## config.mk

```make
export PLATFORM = sky130hd
export DESIGN_NAME = tms_status_top
export DESIGN_NICKNAME = d
export VERILOG_FILES = /design/src/common/tms_pkg.sv /design/src/common/tms_bus_if.sv /design/src/design/tms_serial_slave.sv /design/src/design/tms_status_top.sv
export SDC_FILE = /design/constraint.sdc
export NUM_CORES = 1
export LEC_CHECK = 0
export BUFFER_PORTS_ARGS = -buffer_cell sky130_fd_sc_hd__buf_4
export CAP_MARGIN = 20
export CORE_ASPECT_RATIO = 1.75
export CORE_UTILIZATION = 30
export CTS_BUF_LIST = sky130_fd_sc_hd__clkbuf_16
export DETAILED_ROUTE_END_ITERATION = 7
export REMOVE_ABC_BUFFERS = 1
export SYNTH_ARGS = -nofsm -noshare
export SYNTH_HDL_FRONTEND = slang
export SYNTH_SLANG_ARGS = --single-unit
export TNS_END_PERCENT = 50
```

## constraint.sdc

```tcl
create_clock -name clock -period 2.65 [get_ports clock]
set_input_delay 0.265 -clock clock [delete_from_list [all_inputs] [get_ports clock]]
set_output_delay 0.265 -clock clock [all_outputs]
set_load 0.01 [all_outputs]
```

## src/common/tms_pkg.sv

```systemverilog
// shared constants and types of the temperature monitor status logic
package tms_pkg;
    typedef logic [7:0] tms_temp_t;
    // register pointers
    localparam logic [7:0] PTR_STATUS_RD = 8'h02;
    localparam logic [7:0] PTR_CFG_RD = 8'h03;
    localparam logic [7:0] PTR_CFG_WR = 8'h09;
    localparam logic [7:0] PTR_ONESHOT_WR = 8'h0F;
    localparam logic [7:0] PTR_RESET = 8'h00;
    localparam logic [7:0] UNMAPPED_DATA = 8'hFF;
    // status fields
    localparam int STS_BUSY = 7;
    localparam int STS_LIM_LSB = 3;
    localparam int STS_OPEN = 2;
    localparam int STS_ROVER = 1;
    localparam int STS_LOVER = 0;
    // limit flag vector order {local high, local low, remote high, remote low}
    localparam int LIM_LH = 3;
    localparam int LIM_LL = 2;
    localparam int LIM_RH = 1;
    localparam int LIM_RL = 0;
    // configuration fields
    localparam int CFG_MASK = 7;
    localparam int CFG_SD = 6;
    localparam int CFG_SHARED = 5;
    localparam int CFG_RANGE = 2;
    localparam logic [7:0] CFG_RESET = 8'h00;
    localparam logic [7:0] CFG_WMASK = 8'hE4;
    // smbus alert response address
    localparam logic [6:0] ALERT_RESP_ADDR = 7'h0C;
    localparam logic [3:0] BITS_PER_BYTE = 4'h8;
    typedef enum logic [2:0] {
        SL_IDLE = 3'b000,
        SL_ADDR = 3'b001,
        SL_AACK = 3'b010,
        SL_WR = 3'b011,
        SL_WACK = 3'b100,
        SL_RD = 3'b101,
        SL_RACK = 3'b110
    } tms_sl_state_t;
    typedef enum logic [0:0] {
        CV_IDLE = 1'b0,
        CV_BUSY = 1'b1
    } tms_cv_state_t;
endpackage

```

## src/common/tms_bus_if.sv

```systemverilog
// strobes between serial slave engine and register logic
`timescale 1ns/1ps
interface tms_bus_if;
    logic wrStb;
    logic wrFirst;
    logic [7:0] wrData;
    logic [7:0] rdData;
    logic rdDone;
    logic araDone;
    logic alertPending;
    modport slv (output wrStb, wrFirst, wrData, rdDone, araDone, input rdData, alertPending);
    modport regs (input wrStb, wrFirst, wrData, rdDone, araDone, output rdData, alertPending);
endinterface

```

## src/design/tms_serial_slave.sv

```systemverilog
// two-wire serial slave engine: pointer and data strobes, read bytes, alert response
`timescale 1ns/1ps
module tms_serial_slave #(
    parameter logic [6:0] DEV_ADDR = 7'h48
) (
    input wire logic clock,
    input wire logic nrst,
    input wire logic sclIn,
    input wire logic sdaIn,
    output logic sdaOut,
    output logic sdaOe,
    tms_bus_if.slv bus
);
    import tms_pkg::*;

    logic sclS1_q, sclS2_q, sclS3_q, sdaS1_q, sdaS2_q, sdaS3_q;
    logic startSeen, stopSeen, sclRise, sclFall, goRead;
    tms_sl_state_t state_q;
    logic [3:0] cnt_q;
    logic [7:0] sr_q, tx_q, txByte;
    logic rw_q, ara_q, first_q, nack_q, sdaOe_q, sdaOut_q;

    // pins sampled twice; edges only from the second and third stages
    always_ff @(posedge clock) begin
        if (!nrst) begin
            {sclS1_q, sclS2_q, sclS3_q} <= 3'h7;
            {sdaS1_q, sdaS2_q, sdaS3_q} <= 3'h7;
        end else begin
            sclS1_q <= sclIn;
            sclS2_q <= sclS1_q;
            sclS3_q <= sclS2_q;
            sdaS1_q <= sdaIn;
            sdaS2_q <= sdaS1_q;
            sdaS3_q <= sdaS2_q;
        end
    end

    assign startSeen = sclS2_q & sdaS3_q & ~sdaS2_q;
    assign stopSeen = sclS2_q & ~sdaS3_q & sdaS2_q;
    assign sclRise = sclS2_q & ~sclS3_q;
    assign sclFall = ~sclS2_q & sclS3_q;
    assign txByte = ara_q ? {DEV_ADDR, 1'b0} : bus.rdData;
    assign goRead = (state_q == SL_RACK) ? ~nack_q : rw_q;

    always_ff @(posedge clock) begin
        if (!nrst) begin
            state_q <= SL_IDLE;
            cnt_q <= 4'h0;
            sr_q <= 8'h00;
            tx_q <= 8'hFF;
            rw_q <= 1'b0;
            ara_q <= 1'b0;
            first_q <= 1'b0;
            nack_q <= 1'b1;
            sdaOe_q <= 1'b0;
            sdaOut_q <= 1'b0;
            bus.wrStb <= 1'b0;
            bus.wrFirst <= 1'b0;
            bus.wrData <= 8'h00;
            bus.rdDone <= 1'b0;
            bus.araDone <= 1'b0;
        end else begin
            bus.wrStb <= 1'b0;
            bus.rdDone <= 1'b0;
            bus.araDone <= 1'b0;
            if (sclRise && (state_q == SL_ADDR || state_q == SL_WR || state_q == SL_RD)) begin
                sr_q <= {sr_q[6:0], sdaS2_q};
                cnt_q <= cnt_q + 4'h1;
            end
            if (sclRise && state_q == SL_RACK) begin
                nack_q <= sdaS2_q;
            end
            if (startSeen) begin
                state_q <= SL_ADDR;
                cnt_q <= 4'h0;
                first_q <= 1'b1;
                sdaOe_q <= 1'b0;
            end else if (stopSeen) begin
                state_q <= SL_IDLE;
                sdaOe_q <= 1'b0;
            end else if (sclFall) begin
                case (state_q)
                    SL_ADDR: begin
                        if (cnt_q == BITS_PER_BYTE) begin
                            // alert response is answered only while an alert is pending
                            if (sr_q[7:1] == DEV_ADDR || (sr_q[7:1] == ALERT_RESP_ADDR
                                    && sr_q[0] && bus.alertPending)) begin
                                sdaOe_q <= 1'b1;
                                rw_q <= sr_q[0];
                                ara_q <= (sr_q[7:1] != DEV_ADDR);
                                state_q <= SL_AACK;
                            end else begin
                                state_q <= SL_IDLE;
                            end
                        end
                    end
                    SL_AACK, SL_WACK, SL_RACK: begin
                        cnt_q <= 4'h0;
                        if (goRead) begin
                            sdaOe_q <= ~txByte[7];
                            tx_q <= {txByte[6:0], 1'b1};
                            state_q <= SL_RD;
                        end else begin
                            sdaOe_q <= 1'b0;
                            state_q <= (state_q == SL_RACK) ? SL_IDLE : SL_WR;
                        end
                    end
                    SL_WR: begin
                        if (cnt_q == BITS_PER_BYTE) begin
                            bus.wrStb <= 1'b1;
                            bus.wrFirst <= first_q;
                            bus.wrData <= sr_q;
                            first_q <= 1'b0;
                            sdaOe_q <= 1'b1;
                            state_q <= SL_WACK;
                        end
                    end
                    SL_RD: begin
                        if (cnt_q == BITS_PER_BYTE) begin
                            sdaOe_q <= 1'b0;
                            state_q <= SL_RACK;
                            bus.araDone <= ara_q;
                            bus.rdDone <= ~ara_q;
                        end else begin
                            sdaOe_q <= ~tx_q[7];
                            tx_q <= {tx_q[6:0], 1'b1};
                        end
                    end
                    default: begin
                        state_q <= state_q;
                    end
                endcase
            end
        end
    end

    assign sdaOe = sdaOe_q;
    assign sdaOut = sdaOut_q;
endmodule // tms_serial_slave

```

## src/design/tms_status_top.sv

```systemverilog
// temperature monitor status flags, configuration, conversion control and alarm outputs
// Operation
// - status bit 7 is one while a conversion runs, zero when idle
// - status bit 6 sets when local temperature exceeds local high limit
// - status bit 5 sets when local temperature falls below local low limit
// - status bit 4 sets when remote temperature exceeds remote high limit
// - status bit 3 sets when remote temperature falls below remote low limit
// - status bit 2 sets on open remote junction, stays set after reconnection until a status read
// - status is read-only at pointer 02h; writes do nothing
// - status read clears limit and open flags whose cause has gone
// - interrupt mode: any of five flags sets latch driving shared output low
// - latch released only by address read with flags and causes clear, or by leaving interrupt mode
// - bits 1 and 0 follow remote and local over-limit, clearing themselves
// - overheat output low while either channel over limit, else high
// - over-limit releases only at or below threshold minus hysteresis
// - second over-limit mode: shared output follows high limits only
// - interrupt mode latches five flags; other mode latches only open flag
// - configuration bit 7 masks interrupt output, ignored in second mode
// - bit 6 zero converts continuously; one finishes conversion then shuts down
// - one-shot write in shutdown runs exactly one conversion
// - configuration bit 5 selects interrupt or second over-limit mode
// - configuration bit 2 selects standard or extended range format
// - configuration read at 03h, written at 09h, resets to 00h
// - one-shot register is write-only at 0Fh, any value starts
`timescale 1ns/1ps
module tms_status_top #(
    parameter logic [6:0] DEV_ADDR = 7'h48
) (
    input wire logic clock,
    input wire logic nrst,
    input wire logic sclIn,
    input wire logic sdaIn,
    output logic sdaOut,
    output logic sdaOe,
    input wire logic rateTick,
    input wire logic convDone,
    input wire tms_pkg::tms_temp_t localTemp,
    input wire tms_pkg::tms_temp_t remoteTemp,
    input wire tms_pkg::tms_temp_t localHighLim,
    input wire tms_pkg::tms_temp_t localLowLim,
    input wire tms_pkg::tms_temp_t remoteHighLim,
    input wire tms_pkg::tms_temp_t remoteLowLim,
    input wire tms_pkg::tms_temp_t localOverLim,
    input wire tms_pkg::tms_temp_t remoteOverLim,
    input wire tms_pkg::tms_temp_t overHyst,
    input wire logic remoteOpen,
    output logic convStart,
    output logic rangeExt,
    output logic overheatOutN,
    output logic overheatOe,
    output logic sharedOutN,
    output logic sharedOe
);
    import tms_pkg::*;

    tms_bus_if bus ();

    tms_serial_slave #(
        .DEV_ADDR(DEV_ADDR)
    ) uSlave (
        .clock(clock),
        .nrst(nrst),
        .sclIn(sclIn),
        .sdaIn(sdaIn),
        .sdaOut(sdaOut),
        .sdaOe(sdaOe),
        .bus(bus)
    );

    logic [7:0] ptr_q, cfg_q, statusVal;
    logic [3:0] cond_q, limFlags_q, condNow;
    logic openFlag_q, lOver_q, rOver_q, alertLatch_q, oneShot_q, convStart_q;
    logic rangeExt_q, overheatOutN_q, overheatOe_q, sharedOutN_q, sharedOe_q;
    logic statusRd, cfgWr, oneShotWr, alertMode, anyFlag, anyCond, sharedLow;
    tms_cv_state_t cvState_q;

    // over-limit with hysteresis; a threshold below zero never releases
    function automatic logic overNext(logic cur, tms_temp_t t, tms_temp_t lim,
            tms_temp_t hyst);
        logic [8:0] rel;
        rel = {1'b0, lim} - {1'b0, hyst};
        if (cur) begin
            overNext = rel[8] | ({1'b0, t} > rel);
        end else begin
            overNext = (t > lim);
        end
    endfunction

    assign condNow = {localTemp > localHighLim, localTemp < localLowLim,
        remoteTemp > remoteHighLim, remoteTemp < remoteLowLim};
    // status clears on the done pulse, after the byte was already shifted out
    assign statusRd = bus.rdDone & (ptr_q == PTR_STATUS_RD);
    // only the configuration and one-shot pointers accept data; status ignores writes
    assign cfgWr = bus.wrStb & ~bus.wrFirst & (ptr_q == PTR_CFG_WR);
    assign oneShotWr = bus.wrStb & ~bus.wrFirst & (ptr_q == PTR_ONESHOT_WR);
    assign alertMode = ~cfg_q[CFG_SHARED];
    assign anyFlag = (|limFlags_q) | openFlag_q;
    assign anyCond = (|cond_q) | remoteOpen;
    assign bus.alertPending = alertLatch_q & ~cfg_q[CFG_MASK];

    always_ff @(posedge clock) begin
        if (!nrst) begin
            ptr_q <= PTR_RESET;
        end else if (bus.wrStb && bus.wrFirst) begin
            ptr_q <= bus.wrData;
        end
    end

    // reserved bits are not stored and read back as zero
    always_ff @(posedge clock) begin
        if (!nrst) begin
            cfg_q <= CFG_RESET;
        end else if (cfgWr) begin
            cfg_q <= bus.wrData & CFG_WMASK;
        end
    end

    assign statusVal = {cvState_q == CV_BUSY, limFlags_q, openFlag_q, rOver_q, lOver_q};

    always_comb begin
        case (ptr_q)
            PTR_STATUS_RD: bus.rdData = statusVal;
            PTR_CFG_RD: bus.rdData = cfg_q;
            default: bus.rdData = UNMAPPED_DATA;
        endcase
    end

    // comparator causes refresh once per finished conversion
    always_ff @(posedge clock) begin
        if (!nrst) begin
            cond_q <= 4'h0;
            lOver_q <= 1'b0;
            rOver_q <= 1'b0;
        end else if (convDone) begin
            cond_q <= condNow;
            lOver_q <= overNext(lOver_q, localTemp, localOverLim, overHyst);
            rOver_q <= overNext(rOver_q, remoteTemp, remoteOverLim, overHyst);
        end
    end

    // a cause present in the clearing cycle keeps its flag set
    always_ff @(posedge clock) begin
        if (!nrst) begin
            limFlags_q <= 4'h0;
        end else if (!alertMode) begin
            limFlags_q <= cond_q;
        end else begin
            limFlags_q <= cond_q | (limFlags_q & ~{4{statusRd}});
        end
    end

    always_ff @(posedge clock) begin
        if (!nrst) begin
            openFlag_q <= 1'b0;
        end else begin
            openFlag_q <= remoteOpen | (openFlag_q & ~statusRd);
        end
    end

    // latch ignores status reads; only the alert response read or leaving interrupt mode may release it
    always_ff @(posedge clock) begin
        if (!nrst) begin
            alertLatch_q <= 1'b0;
        end else if (!alertMode) begin
            alertLatch_q <= 1'b0;
        end else if (anyFlag) begin
            alertLatch_q <= 1'b1;
        end else if (bus.araDone && !anyCond) begin
            alertLatch_q <= 1'b0;
        end
    end

    assign sharedLow = alertMode ? (alertLatch_q & ~cfg_q[CFG_MASK])
        : (limFlags_q[LIM_LH] | limFlags_q[LIM_RH]);

    always_ff @(posedge clock) begin
        if (!nrst) begin
            sharedOutN_q <= 1'b1;
            sharedOe_q <= 1'b0;
            overheatOutN_q <= 1'b1;
            overheatOe_q <= 1'b0;
            rangeExt_q <= 1'b0;
        end else begin
            sharedOutN_q <= ~sharedLow;
            sharedOe_q <= sharedLow;
            overheatOutN_q <= ~(lOver_q | rOver_q);
            overheatOe_q <= lOver_q | rOver_q;
            rangeExt_q <= cfg_q[CFG_RANGE];
        end
    end

    // one-shot request is kept until the engine is free to start it
    always_ff @(posedge clock) begin
        if (!nrst) begin
            oneShot_q <= 1'b0;
        end else if (oneShotWr && cfg_q[CFG_SD]) begin
            oneShot_q <= 1'b1;
        end else if (convStart_q) begin
            oneShot_q <= 1'b0;
        end
    end

    always_ff @(posedge clock) begin
        if (!nrst) begin
            cvState_q <= CV_IDLE;
            convStart_q <= 1'b0;
        end else begin
            convStart_q <= 1'b0;
            case (cvState_q)
                CV_IDLE: begin
                    if ((!cfg_q[CFG_SD] && rateTick) || (oneShot_q && !convStart_q)) begin
                        cvState_q <= CV_BUSY;
                        convStart_q <= 1'b1;
                    end
                end
                CV_BUSY: begin
                    // shutdown never aborts; the running conversion finishes first
                    if (convDone) begin
                        cvState_q <= CV_IDLE;
                    end
                end
                default: begin
                    cvState_q <= CV_IDLE;
                end
            endcase
        end
    end

    assign convStart = convStart_q;
    assign rangeExt = rangeExt_q;
    assign overheatOutN = overheatOutN_q;
    assign overheatOe = overheatOe_q;
    assign sharedOutN = sharedOutN_q;
    assign sharedOe = sharedOe_q;
endmodule // tms_status_top

```

-- After elaboration in Yosys (flattened, before gate mapping)
Index checks and enable logic that the tools add are counted.
- div/mod/pow operators: 0
- bitwise gates (word level): 43
- eq/ne operators: 24
- reduce and logical (&&, ||, !) cells: 41
- mux-type cells: 43
- $lt $le $gt $ge: 8
- shifts and indexed selects: 0
- $add $sub $neg: 3
- multipliers: 0
- operators with widths (kind ; number):
    > comparator 8 bit ; 4
    case mux 8 bit (2 select lines) ; 2
    2-to-1 mux 1 bit ; 24
    2-to-1 mux 8 bit ; 3
    NOT 1 bit ; 21
    2-to-1 mux 4 bit ; 5
    AND reduction 5 bit ; 4
    > comparator 8 x 9 -> 1 bit ; 2
    subtractor 8 x 8 -> 9 bit ; 2
    == test 8 x 2 -> 1 bit, second input constant ; 2
    == test 8 x 4 -> 1 bit, second input constant ; 2
    < comparator 8 bit ; 2
    bitwise AND 1 bit ; 12
    2-to-1 mux 3 bit ; 4
    inequality test 4 x 2 -> 1 bit, second input constant ; 3
    case mux 3 bit (4 select lines) ; 1
    AND reduction 6 bit ; 2
    nonzero test 2 bit ; 6
    inequality test 2 bit, second input constant ; 5
    == test 3 bit, second input constant ; 3
    logical AND 1 bit ; 9
    OR reduction 4 bit ; 2
    == test 7 x 4 -> 1 bit, second input constant ; 1
    == test 7 bit, second input constant ; 1
    23 further kinds ; 40
- bits in writable memories: 0
- memory bits (read-only): 0
- bits in registers: 78
- bits in latches: 0
- memories: 0
- output and inout bits: 8

-- Logic depth before layout (Yosys ltp)
Gate-level depths: netlist of the first run.
- word-level depth: 10
- gate-level depth with buffers: 14
- depth with buffers taken out: 14

-- Cells and area by module
From an unflattened synthesis of the first run, not the netlist that was laid out.
- cell total of the unflattened synthesis: 643
- area total of the unflattened synthesis: 5467.7 µm²
- modules (own cells, without submodules) (module ; times used ; cells each ; area an instance (µm²)):
    tms_status_top ; 1 ; 418 ; 3357.0
    tms_serial_slave ; 1 ; 225 ; 2110.8

-- Least setup slack after synthesis of the first run
OpenSTA, ideal clock, no wires.
- kind: input-to-reg
- start point: in remoteOverLim[0]
- end point: reg rOver_q
- data arrival time: 2471 ps
- required time: 2519 ps
- slack: 48 ps
- stages: 14
- cell sequence: inv_1 -> ha_1 -> fa_1 -> nor2b_1 -> o31ai_2 -> nand2b_1 -> a211oi_1 -> or2_2 -> ha_1 -> nand4_1 -> a21oi_1 -> o41ai_1 -> o311a_1 -> nor3_1
- word-level cells in the longest chain between the ends: 4
- ends and longest elaborated chain (what ; RTL line ; RTL):
    from (decl) ; tms_status_top.sv:44 ; input wire tms_pkg::tms_temp_t remoteOverLim,
    subtractor 8 x 8 -> 9 bit ; tms_status_top.sv:81 ; rel = {1'b0, lim} - {1'b0, hyst};
    > comparator 8 x 9 -> 1 bit ; tms_status_top.sv:83 ; overNext = rel[8] | ({1'b0, t} > rel);
    bitwise OR 1 bit ; tms_status_top.sv:83 ;
    2-to-1 mux 1 bit (*) ; tms_status_top.sv:82 ; if (cur) begin
    to (signal assigned) ; tms_status_top.sv:137 ; rOver_q <= overNext(rOver_q, remoteTemp, remoteOverLim, overHyst);
    to (decl) ; tms_status_top.sv:72 ; logic openFlag_q, lOver_q, rOver_q, alertLatch_q, oneShot_q, convStart_q;
Mark *: on every way between the ends. The rest lies on a longest branch, timed or not.
A chain may end at the register's enable or synchronous reset.

-- Worst setup path after layout of the first run
Same ends and word-level chain as after synthesis.

==> results of run 1 <==
## cell usage in the layout (no fill, tap or decap), types with 7 or more instances in the layout
master / n
nor2_1: 46
nand3b_1: 7
nand3_1: 21
nand2b_1: 14
nor2b_1: 34
nand2_1: 33
a21oi_1: 34
nand4_1: 7
inv_1: 65
o21ai_0: 20
dfxtp_1: 77
a211oi_1: 12
a21o_1: 14
o21ai_1: 7
mux2i_1: 24
clkbuf_16: 9
buf_4: 103
nor3_1: 11
ha_1: 80
o21a_1: 8
## power by group through the flow
stage,clock [uW],sequential [uW],combinational (uW)
finish,1250,1220,664
global route,1330,1220,755
CTS,1280,1220,669
detailed placement,0,1240,664
global placement,0,1240,656
floorplan,0,1230,398
## worst max-delay path: cells and delay by family
kind | cells | cell delay (ps)
AO/OA/AOI/OAI | 5 | 730
buffers and inverters | 2 | 110
adder cells (fa/ha/maj) | 3 | 900
AND/OR/NAND/NOR | 5 | 660
## state kept, by name, summed over array words and instances (netlist names), 4 cells and up
register and cells:
cfg_q 4, cond_q 4, limFlags_q 4, ptr_q 8, uSlave.bus.wrData 8, uSlave.cnt_q 4, uSlave.sr_q 8, uSlave.tx_q 7
## path summary, 6_finish.rpt
path	end	slack, ps	cells after the start	start
max	rOver_q$_SDFFE_PN0P_	170	15	remoteOverLim[0]
min	uSlave.sdaS1_q$_SDFF_PN1_	110	2	sdaIn
max reg2reg	uSlave.tx_q[2]$_SDFFE_PN1P_	550	5	uSlave.state_q[1]$_SDFFE_PP0P_
min reg2reg	uSlave.sclS2_q$_SDFF_PN1_	410	1	uSlave.sclS1_q$_SDFF_PN1_
## through the flow
step | power, uW | cells | hold WS (ps) | setup WS, ps
floorplan | 1632 | 616 | 326.9 | 47.60
global placement | 1898 | 953 | 394.2 | -189.5
detailed placement | 1906 | 953 | 398.5 | -235.3
CTS | 3167 | 969 | 96.75 | 106.9
global route | 3303 | 969 | 94.03 | 13.17
finish | 3130 | 969 | 105.2 | 174.2
## logic make-up (layout without fill, tap and decap cells)
kind of cell	after synthesis	after routing	share of synthesized area [%]
simple gates	211	211	21.73
compound gates	139	139	17.47
buf+inv	87	186	6.547
fa+ha+maj	82	82	19.05
flops	77	77	28.21
mux	27	27	5.014
xor+xnor	12	12	1.923
other cells	1	1	0.06862
## routing by layer
metal / GRT usage (%) / vias up
met4: 7.143 / 0
met5: 0 / -
met2: 30.45 / 79
met3: 1.808 / 25
li1: - / 2438
met1: 14.22 / 2170
## layout make-up
cell class	count	area (sq um)
clock buffer	9	225.2
clock inverter	7	75.07
timing repair buffer	103	773.2
fill	1899	11160
sequential	77	1541
inverter	67	251.5
tap	234	292.8
multi-input combinational	472	3576
==> results by group, run 1 <==
Logic synthesis
  – Seq/Total Area, Yosys: 28.21%
  – Post-synthesis instance total: about 640
  – Asr flop ratio synth: 0%
  – Synth unique cells: between 70 and 80
  – Share of the synthesized area in the top cell type: between 20% and 30%
  – Top-count cell post-synth: ha_1
  – Top cell types by occurrence after synthesis: 80 x ha_1, 77 x dfxtp_1, 65 x inv_1
  – Ys flop type: dfxtp_1
  – Synthesized flop and latch total: 77
  – Post-synth EDFFs: 0
  – Mapped cell area: between 5000 and 6000 sq um
  – Syn. warnings: 0
  – Synth area leaders: dfxtp_1 28%, ha_1 18%, inv_1 4.5%, mux2i_1 4.4%, nor2b_1 4.0%
  – Syn avg cell area: 8.593 sq um
  – Yosys top cell by area: dfxtp_1

Timing
  – FMAX: a little over 400 MHz
  – RSZ-0062 raised after global routing: no
  – Final TNS setup: 0 ps
  – Final setup fails: 0
  – Final slew viol count: 0
  – Slew margin rel.: a little under 50%
  – Endpoints failing hold: 0
  – Tightest Pin Transition: between 700 and 800 ps
  – Final period utilization: between 90 and 100%
  – Clk_skew: 7.692 ps
  – Minimum clock period: ~2500 ps

Routing
  – Top Layer Used: met4
  – Met2 Wirelength: 7.935 mm
  – Routed vias: between 4000 and 5000
  – M1 WL: about 5.2 mm
  – DRT Pass-1 Iters: 4
  – Mean number of vias per cell: around 4.9
  – Met3 WL post-DR: roughly 220 um
  – DRC violation total after the first TritonRoute iteration: ~140
  – Average wire per standard cell: between 10 and 15 um
  – Detailed-route DRC error count: 0
  – WL final: approximately 14 mm
  – Final ANT Viol Nets: 0

Setup path
  – Most used cell, CP: ha_1
  – Crit start category: input port
  – Slowest cell on crit path: fa_1
  – Worst Path Required: approximately 2900 ps
  – Setup crit end kind: flop
  – CP arrival: about 2700 ps
  – Critical Path Fanout Max: 3
  – CP cell instances: buf_4 -> inv_1 -> ha_1 -> fa_1 -> nor2b_2 -> o31ai_2 -> nand2b_1 -> a211oi_1 -> or2_2 -> ha_1 -> nand4_1 -> a21oi_1 -> o41ai_2 -> o311a_1 -> nor3_1
  – Biggest cell delay along the critical path: roughly 400 ps
  – Crit Path Class: in -> reg

Pwr
  – Leak: 0.003059 uW
  – Peak VDD IR: 235.6 uV
  – Combinational fraction of design power: between 20% and 30%
  – Internal power: 2260 uW
  – Clock network power share: roughly 40%
  – Psw: about 870 uW
  – Seq pwr share: between 30% and 40%
  – Net Sw Frac: 27.78%
  – Pwr dens: about 460 nW/um^2

Place
  – HPWL Detailed: 11.44 mm
  – IO buf count: 85
  – GPL Wtd Cong: ~0.8
  – DP Area: ~6400 sq um

GRT
  – Gr usage total: around 15%
  – Pin count of the biggest net entering global routing: 37
  – Number of global-route vias before repair: ~4500
  – Antenna violations before repair: 0
  – Total grt overflow: 0
  – First-pass GRT wire length: ~22 mm

Floorplanning
  – Cell Rows: 65
  – Core ar.: ~18000 sq um
  – Initial Util: between 30% and 40%
  – Die Span X: around 100 um
  – # IOs: slightly below 90
  – Die footprint: 18780 sq um
  – Die height: 180.6 um

Clocking
  – Clk sink count: 77
  – CTS tree: done
  – Resize count post-CTS: 0
  – CTS Hold Bufs: 0
  – Clock Path Buffers: 2
  – Clock Latency Late Sink: between 300 and 400 ps
  – H-tree levels: 3
  – CTS root buffer: clkbuf_16
  – Postcts setup bufs: 0
  – Clk slew on worst S/H paths: around 60 ps
  – CTS Buf Count: 9

Final layout
  – Area Overhead vs Synth: 23.24%
  – Final nets: 891
  – Final core utilization: roughly 38%
  – Post-route cell area: between 6000 and 7000 sq um
  – N_diodes: 0
  – Layout cells sized above 1: a little under a fifth

Status
  – Status: complete, no violations

Worst hold path
  – Min-delay worst type: in -> reg

Flow run
  – Max Cap Viol: 0
(Power assumes the default switching activity.)
==> inputs of run 2 (changes only) <==
--- a/config.mk
+++ b/config.mk
@@ -7,11 +7,12 @@
 export LEC_CHECK = 0
 export BUFFER_PORTS_ARGS = -buffer_cell sky130_fd_sc_hd__buf_4
 export CAP_MARGIN = 20
-export CORE_ASPECT_RATIO = 1.75
+export CORE_ASPECT_RATIO = 0.9
 export CORE_UTILIZATION = 30
 export CTS_BUF_LIST = sky130_fd_sc_hd__clkbuf_16
 export DETAILED_ROUTE_END_ITERATION = 7
 export REMOVE_ABC_BUFFERS = 1
+export SKIP_CTS_REPAIR_TIMING = 1
 export SYNTH_ARGS = -nofsm -noshare
 export SYNTH_HDL_FRONTEND = slang
 export SYNTH_SLANG_ARGS = --single-unit
==> run 2 against run 1 <==
Compared with the run above:
- hold slack gained 3.7 ps
- register-to-register slack is essentially flat
- cell count grew 0.31%
- critical path type unchanged
- flip-flop and latch count is the same
==> results by group, run 2 (synthesis gave the netlist of run 1 again) <==
Final layout
  – Post-route cell area: around 6700 sq um
  – Final nets: slightly below 900
  – Top Registers: ptr_q: 8 flops, uSlave.bus.wrData: 8 flops, uSlave.sr_q: 8 flops
  – N_diodes: 0
  – Commonest non-fill, non-tap cell in the layout: buf_4
  – Area Overhead vs Synth: 23.19%
  – Layout cells sized above 1: 18.99%
  – Most frequent cells in the layout: 100 x buf_4, 80 x ha_1, 77 x dfxtp_1
  – Final core utilization: between 30% and 40%

Routing
  – Routed vias: around 4600
  – WL final: between 10 and 15 mm
  – Mean number of vias per cell: around 4.8
  – DRT Pass-1 Iters: 4
  – Average wire per standard cell: between 10 and 15 um
  – Final ANT Viol Nets: 0
  – Detailed-route DRC error count: 0
  – DRC violation total after the first TritonRoute iteration: approximately 190

Clocking
  – CTS root buffer: clkbuf_16
  – H-tree levels: 3
  – Clk sink count: between 70 and 80
  – Clock Path Buffers: 2
  – CTS tree: done
  – CTS Buf Count: 9
  – Clock Latency Late Sink: around 340 ps
  – Clk slew on worst S/H paths: around 60 ps

Setup path
  – CP arrival: 2710 ps
  – Critical Path Fanout Max: 3
  – Crit start category: input port
  – Crit Path Class: in -> reg
  – Worst Path Required: roughly 2900 ps
  – Setup crit end kind: flop

Timing
  – Final setup fails: 0
  – Tightest Pin Transition: 868.2 ps
  – FMAX: 400.5 MHz
  – Minimum clock period: ~2500 ps
  – Hold_ws: 108.8 ps
  – Endpoints failing hold: 0
  – Clk_skew: roughly 5.4 ps
  – Slew margin rel.: 41.38%
  – Final period utilization: about 94%
  – RSZ-0062 raised after global routing: no
  – Final TNS setup: 0 ps
  – Setup ws final: between 150 and 200 ps
  – Final slew viol count: 0

Floorplanning
  – Core ar.: 17730 sq um
  – Cell Rows: 46
  – Die height: 130.0 um
  – Die footprint: 18760 sq um
  – # IOs: 87
  – Die Span X: 144.3 um
  – Initial Util: between 30 and 40%

GRT
  – Gr usage total: approximately 14%
  – Pin count of the biggest net entering global routing: 35
  – First-pass GRT wire length: about 22 mm
  – Antenna violations before repair: 0
  – Number of global-route vias before repair: about 4600
  – Total grt overflow: 0

Place
  – DP Area: roughly 6400 sq um
  – HPWL Detailed: between 10 and 15 mm
  – IO buf count: 85
  – Placement Setup Slack: -277.2 ps
  – GPL Wtd Cong: roughly 0.79

Pwr
  – Pwr dens: 461.6 nW/um^2
  – Leak: a little over 0.003 uW
  – Peak VDD IR: approximately 290 uV

Status
  – Status: complete, no violations

Flow run
  – Max Cap Viol: 0

Worst hold path
  – Min-delay worst type: in -> reg
[run 2: area by class of cell]
type | count | area [sq um]
Clock buffer | 9 | 225.2
Clock inverter | 7 | 75.07
Fill cell | 1874 | 10990
Inverter | 67 | 251.5
Multi-Input combinational cell | 472 | 3588
Sequential cell | 77 | 1541
Tap cell | 240 | 300.3
Timing Repair Buffer | 100 | 750.7
[run 2: critical path: stages]
cell and delay, ps:
buf_4 80, inv_1 30, ha_1 210, fa_1 410, nor2b_2 170, o31ai_2 90, nand2b_1 90, a211oi_1 60
or2_2 270, ha_1 290, nand4_1 120, a21oi_1 70, o41ai_2 290, o311a_1 210, nor3_1 50
[run 2: final timing paths]
check	slack [ps]	startpoint	cells past startpoint	to
setup / recovery	150	remoteOverLim[0]	15	rOver_q$_SDFFE_PN0P_
hold / removal	110	sdaIn	2	uSlave.sdaS1_q$_SDFF_PN1_
setup reg to reg	550	uSlave.state_q[1]$_SDFFE_PP0P_	5	uSlave.tx_q[4]$_SDFFE_PN1P_
hold reg to reg	400	uSlave.sdaS1_q$_SDFF_PN1_	1	uSlave.sdaS2_q$_SDFF_PN1_
[run 2: power breakdown]
group	internal (uW)	total (uW)	switching (uW)
registers	1190	1210	24.7
logic	341	671	330
clock network	732	1220	493
total	2260	3110	847
[run 2: through the flow]
step / instances / power [uW]
2_1_floorplan: 616 / 1632
3_3_place_gp: 956 / 1889
3_5_place_dp: 956 / 1897
4_1_cts: 972 / 3122
5_1_grt: 972 / 3284
6_report: 972 / 3108
[run 2: layer usage]
| metal | GRT usage [%] | wire length, um |
|---|---|---|
| met1 | 19.16 | 6477 |
| met2 | 23.87 | 5638 |
| met3 | 3.486 | 542 |
| met4 | 2.786 | 99 |
| met5 | 0 | 0 |
